### src/include/uarx_pkg.sv
/*
  Constants, register map and state codes for the asynchronous receive
  recovery block. Assumes a single system clock and an AXI4-Lite master.
*/
package uarx_pkg;
  localparam int AXI_AW = 5;
  localparam logic [4:0] REG_CTRL = 5'h00;
  localparam logic [4:0] REG_BAUD = 5'h04;
  localparam logic [4:0] REG_STATUS = 5'h08;
  localparam logic [4:0] REG_DATA = 5'h0c;
  localparam logic [4:0] REG_IRQ_STAT = 5'h10;
  localparam logic [4:0] REG_IRQ_MASK = 5'h14;
  localparam int CTRL_EN_BIT = 0;
  localparam int CTRL_DBL_BIT = 1;
  localparam int CTRL_FBITS_LSB = 4;
  localparam int STAT_BUSY_BIT = 0;
  localparam int STAT_LINE_BIT = 1;
  localparam int STAT_FE_BIT = 2;
  localparam int DATA_FE_BIT = 16;
  localparam int IRQ_FRAME_BIT = 0;
  localparam int IRQ_FERR_BIT = 1;
  localparam int IRQ_NOISE_BIT = 2;
  localparam int IRQ_W = 3;
  localparam int FRAME_W = 10;
  localparam logic CTRL_EN_RST = 1'b0;
  localparam logic CTRL_DBL_RST = 1'b0;
  localparam logic [3:0] FBITS_RST = 4'h8;
  localparam logic [IRQ_W-1:0] IRQ_MASK_RST = 3'h0;
  localparam logic [4:0] SAMPLES_NORMAL = 5'h10;
  localparam logic [4:0] SAMPLES_DOUBLE = 5'h08;
  localparam logic [4:0] FIRST_NORMAL = 5'h08;
  localparam logic [4:0] FIRST_DOUBLE = 5'h04;
  localparam logic [3:0] FRAME_MIN = 4'h5;
  localparam logic [3:0] FRAME_MAX = 4'ha;
  localparam logic [1:0] RESP_OKAY = 2'h0;
  localparam logic [1:0] RESP_SLVERR = 2'h2;
  typedef enum logic [2:0] {
    UARX_IDLE = 3'b001,
    UARX_START = 3'b010,
    UARX_DATA = 3'b100
  } uarx_fsm_t;
endpackage

### src/design/uarx_top.sv
/*
  Asynchronous receive front end: oversampling clock recovery, majority
  vote data recovery and an AXI4-Lite register slave with interrupt.
  Assumes RXD_IN idles high and is asynchronous to CORE_CLK_IN.
*/
// Implementation choices: the register offsets and register access over AXI4-Lite.
module uarx_top import uarx_pkg::*; #(
  parameter int DIV_W = 12
) (
  input wire logic CORE_CLK_IN,
  input wire logic SYS_RST_IN,
  input wire logic RXD_IN,
  input wire logic AXI_AWVALID_IN,
  output logic AXI_AWREADY_OUT,
  input wire logic [AXI_AW-1:0] AXI_AWADDR_IN,
  input wire logic AXI_WVALID_IN,
  output logic AXI_WREADY_OUT,
  input wire logic [31:0] AXI_WDATA_IN,
  input wire logic [3:0] AXI_WSTRB_IN,
  output logic AXI_BVALID_OUT,
  input wire logic AXI_BREADY_IN,
  output logic [1:0] AXI_BRESP_OUT,
  input wire logic AXI_ARVALID_IN,
  output logic AXI_ARREADY_OUT,
  input wire logic [AXI_AW-1:0] AXI_ARADDR_IN,
  output logic AXI_RVALID_OUT,
  input wire logic AXI_RREADY_IN,
  output logic [31:0] AXI_RDATA_OUT,
  output logic [1:0] AXI_RRESP_OUT,
  output logic RX_VALID_OUT,
  output logic [FRAME_W-1:0] RX_DATA_OUT,
  output logic RX_FE_OUT,
  output logic IRQ_OUT
);

  typedef struct packed {
    logic sync1;
    logic sync2;
    logic [DIV_W-1:0] baud_cnt;
    uarx_fsm_t fsm;
    logic [4:0] samp;
    logic [3:0] bitn;
    logic [1:0] votes;
    logic [FRAME_W-1:0] frame;
    logic armed;
    logic en;
    logic dbl;
    logic [3:0] fbits;
    logic [DIV_W-1:0] baud;
    logic [FRAME_W-1:0] last_data;
    logic last_fe;
    logic [IRQ_W-1:0] irq_stat;
    logic [IRQ_W-1:0] irq_mask;
    logic irq;
    logic rx_valid;
    logic [FRAME_W-1:0] rx_data;
    logic rx_fe;
    logic awh;
    logic wh;
    logic [AXI_AW-1:0] awaddr;
    logic [31:0] wdata;
    logic [3:0] wstrb;
    logic awready;
    logic wready;
    logic bvalid;
    logic [1:0] bresp;
    logic arready;
    logic rvalid;
    logic [31:0] rdata;
    logic [1:0] rresp;
  } uarx_state_t;

  localparam uarx_state_t S_RESET = '{
    fsm: UARX_IDLE,
    en: CTRL_EN_RST,
    dbl: CTRL_DBL_RST,
    fbits: FBITS_RST,
    irq_mask: IRQ_MASK_RST,
    default: '0
  };

  uarx_state_t s_q;
  uarx_state_t s_d;

  function automatic logic maj3(input logic a, input logic b, input logic c);
    maj3 = (a & b) | (a & c) | (b & c);
  endfunction

  function automatic logic is_reg(input logic [AXI_AW-1:0] a);
    is_reg = (a == REG_CTRL) || (a == REG_BAUD) || (a == REG_STATUS) ||
             (a == REG_DATA) || (a == REG_IRQ_STAT) || (a == REG_IRQ_MASK);
  endfunction

  function automatic logic [31:0] lane_mask(input logic [3:0] strb);
    lane_mask = {{8{strb[3]}}, {8{strb[2]}}, {8{strb[1]}}, {8{strb[0]}}};
  endfunction

  always_comb begin
    logic [4:0] spb;
    logic [4:0] sfirst;
    logic [4:0] smid;
    logic [4:0] slast;
    logic [4:0] nsamp;
    logic [3:0] bidx;
    logic [3:0] fb;
    logic vote;
    logic [31:0] m;
    logic [31:0] rw;
    logic [IRQ_W-1:0] irq_set;
    logic [IRQ_W-1:0] irq_clr;
    spb = '0;
    sfirst = '0;
    smid = '0;
    slast = '0;
    nsamp = '0;
    bidx = '0;
    fb = '0;
    vote = 1'b0;
    m = '0;
    rw = '0;
    irq_set = '0;
    irq_clr = '0;
    s_d = s_q;
    s_d.rx_valid = 1'b0;

    // Metastability guard on the asynchronous line
    s_d.sync1 = RXD_IN;
    s_d.sync2 = s_q.sync1;

    if (AXI_AWVALID_IN && s_q.awready) begin
      s_d.awh = 1'b1;
      s_d.awaddr = AXI_AWADDR_IN;
    end
    if (AXI_WVALID_IN && s_q.wready) begin
      s_d.wh = 1'b1;
      s_d.wdata = AXI_WDATA_IN;
      s_d.wstrb = AXI_WSTRB_IN;
    end
    if (s_q.bvalid && AXI_BREADY_IN) begin
      s_d.bvalid = 1'b0;
    end
    if (s_q.awh && s_q.wh && !s_q.bvalid) begin
      m = lane_mask(s_q.wstrb);
      s_d.awh = 1'b0;
      s_d.wh = 1'b0;
      s_d.bvalid = 1'b1;
      s_d.bresp = is_reg(s_q.awaddr) ? RESP_OKAY : RESP_SLVERR;
      unique case (s_q.awaddr)
        REG_CTRL: begin
          if (s_q.wstrb[0]) begin
            s_d.en = s_q.wdata[CTRL_EN_BIT];
            s_d.dbl = s_q.wdata[CTRL_DBL_BIT];
            s_d.fbits = s_q.wdata[CTRL_FBITS_LSB +: 4];
          end
        end
        REG_BAUD: begin
          s_d.baud = (s_q.baud & ~m[DIV_W-1:0]) | (s_q.wdata[DIV_W-1:0] & m[DIV_W-1:0]);
        end
        REG_IRQ_STAT: begin
          irq_clr = s_q.wdata[IRQ_W-1:0] & m[IRQ_W-1:0];
        end
        REG_IRQ_MASK: begin
          if (s_q.wstrb[0]) begin
            s_d.irq_mask = s_q.wdata[IRQ_W-1:0];
          end
        end
        default: begin
        end
      endcase
    end
    // Each ready is withheld while its own half of the write is parked, and both while a response is pending
    s_d.awready = !s_d.awh && !s_d.bvalid;
    s_d.wready = !s_d.wh && !s_d.bvalid;

    if (s_q.rvalid && AXI_RREADY_IN) begin
      s_d.rvalid = 1'b0;
    end
    if (AXI_ARVALID_IN && s_q.arready) begin
      unique case (AXI_ARADDR_IN)
        REG_CTRL: begin
          rw[CTRL_EN_BIT] = s_q.en;
          rw[CTRL_DBL_BIT] = s_q.dbl;
          rw[CTRL_FBITS_LSB +: 4] = s_q.fbits;
        end
        REG_BAUD: rw[DIV_W-1:0] = s_q.baud;
        REG_STATUS: begin
          rw[STAT_BUSY_BIT] = (s_q.fsm != UARX_IDLE);
          rw[STAT_LINE_BIT] = s_q.sync2;
          rw[STAT_FE_BIT] = s_q.last_fe;
        end
        REG_DATA: begin
          rw[FRAME_W-1:0] = s_q.last_data;
          rw[DATA_FE_BIT] = s_q.last_fe;
        end
        REG_IRQ_STAT: rw[IRQ_W-1:0] = s_q.irq_stat;
        REG_IRQ_MASK: rw[IRQ_W-1:0] = s_q.irq_mask;
        default: rw = '0;
      endcase
      s_d.rvalid = 1'b1;
      s_d.rdata = rw;
      s_d.rresp = is_reg(AXI_ARADDR_IN) ? RESP_OKAY : RESP_SLVERR;
    end
    s_d.arready = !s_d.rvalid;

    spb = s_q.dbl ? SAMPLES_DOUBLE : SAMPLES_NORMAL;
    sfirst = s_q.dbl ? FIRST_DOUBLE : FIRST_NORMAL;
    smid = sfirst + 5'h01;
    slast = sfirst + 5'h02;
    // Out-of-range lengths are clamped rather than refused
    if (s_q.fbits < FRAME_MIN) begin
      fb = FRAME_MIN;
    end else if (s_q.fbits > FRAME_MAX) begin
      fb = FRAME_MAX;
    end else begin
      fb = s_q.fbits;
    end

    if (!s_q.en) begin
      s_d.fsm = UARX_IDLE;
      s_d.baud_cnt = '0;
      s_d.samp = '0;
      s_d.armed = 1'b0;
    end else if (s_q.baud_cnt != '0) begin
      s_d.baud_cnt = s_q.baud_cnt - DIV_W'(1);
    end else begin
      // One sample tick every baud divisor plus one clocks
      s_d.baud_cnt = s_q.baud;
      nsamp = (s_q.samp == spb) ? 5'h01 : s_q.samp + 5'h01;
      bidx = (s_q.samp == spb) ? s_q.bitn + 4'h1 : s_q.bitn;
      vote = maj3(s_q.votes[1], s_q.votes[0], s_q.sync2);
      if (nsamp == sfirst) begin
        s_d.votes[1] = s_q.sync2;
      end
      if (nsamp == smid) begin
        s_d.votes[0] = s_q.sync2;
      end
      unique case (s_q.fsm)
        UARX_IDLE: begin
          if (s_q.sync2) begin
            s_d.armed = 1'b1;
          end else if (s_q.armed) begin
            s_d.fsm = UARX_START;
            s_d.samp = 5'h01;
            s_d.frame = '0;
          end
        end
        UARX_START: begin
          s_d.samp = nsamp;
          if (nsamp == slast && vote) begin
            s_d.fsm = UARX_IDLE;
            s_d.armed = s_q.sync2;
            irq_set[IRQ_NOISE_BIT] = 1'b1;
          end else if (s_q.samp == spb) begin
            // Bit grid now runs from this start bit
            s_d.fsm = UARX_DATA;
            s_d.bitn = '0;
          end
        end
        UARX_DATA: begin
          s_d.samp = nsamp;
          s_d.bitn = bidx;
          if (nsamp == slast) begin
            if (bidx < fb) begin
              s_d.frame[bidx] = vote;
            end else begin
              // Later stop bits are never looked at
              s_d.fsm = UARX_IDLE;
              s_d.armed = vote;
              s_d.rx_valid = 1'b1;
              s_d.rx_data = s_q.frame;
              s_d.rx_fe = !vote;
              s_d.last_data = s_q.frame;
              s_d.last_fe = !vote;
              irq_set[IRQ_FRAME_BIT] = 1'b1;
              irq_set[IRQ_FERR_BIT] = !vote;
            end
          end
        end
        default: begin
          s_d.fsm = UARX_IDLE;
        end
      endcase
    end

    // A new event outweighs a clear in the same cycle
    s_d.irq_stat = (s_q.irq_stat & ~irq_clr) | irq_set;
    s_d.irq = |(s_d.irq_stat & s_d.irq_mask);
  end

  always_ff @(posedge CORE_CLK_IN or posedge SYS_RST_IN) begin
    if (SYS_RST_IN) begin
      s_q <= S_RESET;
    end else begin
      s_q <= s_d;
    end
  end

  assign AXI_AWREADY_OUT = s_q.awready;
  assign AXI_WREADY_OUT = s_q.wready;
  assign AXI_BVALID_OUT = s_q.bvalid;
  assign AXI_BRESP_OUT = s_q.bresp;
  assign AXI_ARREADY_OUT = s_q.arready;
  assign AXI_RVALID_OUT = s_q.rvalid;
  assign AXI_RDATA_OUT = s_q.rdata;
  assign AXI_RRESP_OUT = s_q.rresp;
  assign RX_VALID_OUT = s_q.rx_valid;
  assign RX_DATA_OUT = s_q.rx_data;
  assign RX_FE_OUT = s_q.rx_fe;
  assign IRQ_OUT = s_q.irq;

endmodule

### config.mk
export PLATFORM = sky130hd
export DESIGN_NAME = uarx_top
export DESIGN_NICKNAME = d
export VERILOG_FILES = /design/src/include/uarx_pkg.sv /design/src/design/uarx_top.sv
export SDC_FILE = /design/constraint.sdc
export NUM_CORES = 1
export LEC_CHECK = 0
export BUFFER_PORTS_ARGS = -buffer_cell sky130_fd_sc_hd__buf_2
export CAP_MARGIN = 20
export CORE_ASPECT_RATIO = 0.6
export CORE_MARGIN = 2
export CORE_UTILIZATION = 50
export DETAILED_ROUTE_END_ITERATION = 10
export GPL_TIMING_DRIVEN = 0
export PLACE_DENSITY = 0.83
export SKIP_CTS_REPAIR_TIMING = 1
export SYNTH_ARGS = -nofsm -noshare
export SYNTH_HDL_FRONTEND = slang
export SYNTH_SLANG_ARGS = --single-unit
export TNS_END_PERCENT = 5
### constraint.sdc
create_clock -name CORE_CLK_IN -period 4.35 [get_ports CORE_CLK_IN]
set_input_delay 0.435 -clock CORE_CLK_IN [delete_from_list [all_inputs] [get_ports CORE_CLK_IN]]
set_output_delay 0.435 -clock CORE_CLK_IN [all_outputs]
set_load 0.05 [all_outputs]
==> parameters.txt <==
Parameter                              Value

Synth
  Number of unique standard cell types used by synthesis    71
  Most used DFF post-synth    dfrtp_1
  Most repeated cell in the gate-level netlist after synthesis    dfrtp_1
  Mean cell area of the mapped netlist    10.22 µm²
  Synth Instances    611
  Most area-consuming cells after synthesis    dfrtp_1 46%, mux2_2 7.8%, buf_4 5.5%, nand2_1 4.1%, o21ai_0 3.9%
  Register area share after synthesis    0.4694
  FFs w/ async S/R, synth    1.000
  Flop and latch count out of synthesis    117
  Post-synth top area share    0.4610
  Total number of yosys warnings    0
  Synth Cell Area    6242 µm²
  EDFF count, synth    0
  Largest area contributor in the synthesized netlist    dfrtp_1
  Commonest cells in the synthesized netlist    115 x dfrtp_1, 69 x nand2_1, 49 x o21ai_0

Outcome
  Result of the run    finished clean

Die
  Starting density of the core    0.5158
  Total number of placement rows    31
  Die width    148.2 µm
  Area inside the core boundary    12100 µm²
  Area enclosed by the die boundary    13420 µm²
  I/O pin count    108
  Die H    90.55 µm

Timing
  Worst rel slew slack    0.2883
  Hold violation count in the final report    0
  Final Max Tran Viols    0
  Worst-margin pin slew    1.065 ns
  Highest clock rate    0.2516 GHz
  Final critical-path share of the clock period    0.9139
  Setup violators final    0
  Unrepaired setup endpoints after global routing    false
  Worst Skew    0.007313 ns
  Min Clock Period, post-route    3.975 ns

Clock tree
  CTS tree    done
  Cts bufs inserted    17
  Total number of clock tree sinks    117
  Buffers from clock root to sink, at most    2
  Clock network latency to the later pin of the worst-skew pair    0.41 ns
  Clock-pin slew on the worst setup and hold paths    0.06 ns
  Number of H-tree branching levels    4
  Clk root buf    clkbuf_16

Detailed routing
  Avg Vias per Cell    5.759
  Via count of the routed design    5120
  Wire length per cell after detailed routing    17.56 µm
  Number of detailed-routing iterations run before antenna repair    7
  DR DRC count    0
  Detailed Route WL    15610 µm
  DRC violation total after the first TritonRoute iteration    430
  Antenna Nets Post-Route    0

Setup path
  CP cell instances    or3b_1 > a21o_1 > or3_1 > xnor2_1 > ha_1 > a211o_1 > a311oi_1 > a21oi_1 > nor3_2 > nand3_2 > o211ai_1
  Startpoint-to-endpoint class of the critical path    reg -> reg
  Launching instance or port of the critical path    s_q[130]
  Arrival @ worst endpoint    4.29 ns
  Destination of the critical timing path    s_q[139]
  Largest incremental delay on the critical path    0.48 ns
  Cell count of the worst reg-to-reg path    11
  Worst R2R End    s_q[139]
  Worst Setup Start Kind    flip-flop
  RR Startpoint    s_q[130]
  Biggest fanout along the worst timing path    10
  R2R setup slack    0.37 ns
  Critical path's slowest cell    dfrtp_1
  Worst setup EP type    flip-flop
  Required time at the endpoint of the critical path    4.67 ns

Global routing
  Global routing usage summed across all routing layers    0.2419
  Number of global-route vias before repair    4939
  Total gr overflow    0
  Wire length of the first global-routing pass    25590 µm
  Antenna violations before repair    0
  Pin count of the biggest net entering global routing    65

Final layout
  Number of inserted diodes    0
  Number of filler instances in the final layout    988
  Final design area excluding fillers    7442 µm²
  Area taken by flip-flops and latches    2930 µm²
  Combined area of the multi-input logic cells    2870 µm²
  Layout cell share with drive strength beyond 1    0.2887
  Nets    776
  Post-synthesis to final-layout area growth    19.22%
  Post-route core utilization    0.6150

Pwr
  Standby leakage power    3.690 nW
  Power consumption    3.887 mW
  Largest vdd supply drop    0.3919 mV
  Power density cells    522.3 nW/µm²

Min path
  Class of the worst hold path    in -> async

Placement
  Final weighted congestion in routability-driven placement    0.8736
  Cell area after placement    6864 µm²
  I/O Buffers    62
  Detailed placement HPWL    11280 µm

Flow run
  # Max-Cap Violations    0
## where the power goes
| group | internal [mW] | leakage [nW] | switching, mW |
|---|---|---|---|
| logic | 0.385 | 1.85 | 0.645 |
| registers | 1.28 | 1.56 | 0.180 |
| clock network | 0.901 | 0.284 | 0.496 |
## area by class of cell
class / instances / area share
timing repair buffer: 63 / 0.04539
clock buffer: 19 / 0.05952
buffer: 68 / 0.05935
inverter: 20 / 0.01042
sequential: 117 / 0.3937
multi-input combinational: 426 / 0.3857
clock inverter: 11 / 0.01816
tap: 165 / 0.02774
## worst min-delay path by stage
stage / startpoint / to / slack, ns / cells past startpoint
after floorplan: s_d[169] / s_q[169] / 0.33 / 0
after global placement: s_d[169] / s_q[169] / 0.33 / 0
after detailed placement: s_d[169] / s_q[169] / 0.35 / 0
after CTS: RXD_IN / s_d[169] / 0.12 / 1
after global routing: RXD_IN / s_d[169] / 0.12 / 1
final: SYS_RST_IN / s_d[169] / 0.13 / 2
## per-stage QoR
| stage | instances | TNS [ns] | setup slack [ns] | hold WS, ns |
|---|---|---|---|---|
| 6_report | 889 | 0 | 0.3747 | 0.1258 |
| 5_1_grt | 889 | 0 | 0.2230 | 0.1182 |
| 4_1_cts | 889 | 0 | 0.4688 | 0.1176 |
| 3_5_place_dp | 859 | 0 | 0.4978 | 0.3482 |
| 3_3_place_gp | 858 | -37.67 | -0.3410 | 0.3336 |
| 2_1_floorplan | 631 | 0 | 0.8175 | 0.3312 |
## worst max-delay path: cells and delay by family (launching register included)
kind / cells / cell delay (ns)
compound gates: 5 / 1.38
xor+xnor: 1 / 0.29
flops: 1 / 0.48
fa+ha+maj: 1 / 0.31
simple gates: 4 / 1.40
## cell usage in the layout, fill, tap and decap left out, types with 6 or more instances in the layout
cell	count
mux2_4	6
nand3_1	24
dfrtp_1	115
nor3_1	9
nor3b_1	6
buf_2	64
a21oi_1	20
o21ai_0	49
inv_1	19
clkbuf_1	17
o211ai_1	15
nand2_1	69
nor2_1	28
mux2_2	43
nand2b_1	7
buf_4	46
conb_1	21
a22o_1	7
a21o_1	6
ha_1	9
o211a_1	9
xnor2_1	6
nor2b_1	6
clkinv_2	6
mux2i_1	13
clkbuf_16	17
## routing by layer
layer | share of wire | wire length [µm] | GRT usage
met2 | 0.43 | 6779 | 0.3546
met1 | 0.44 | 6926 | 0.3534
met4 | 0.016 | 244 | 0.07222
met3 | 0.11 | 1663 | 0.06414
met5 | 0 | 0 | 0
## logic make-up after synthesis
group,synth area share
and+or+nand+nor,0.1475
adders and majority gates,0.01964
muxes,0.1165
other,0.0006007
AOI/OAI and AO/OA,0.1509
DFF,0.4694
xor gates and xnor gates,0.01263
buffers and inverters,0.08278
Power figures use the tool's default switching activity.
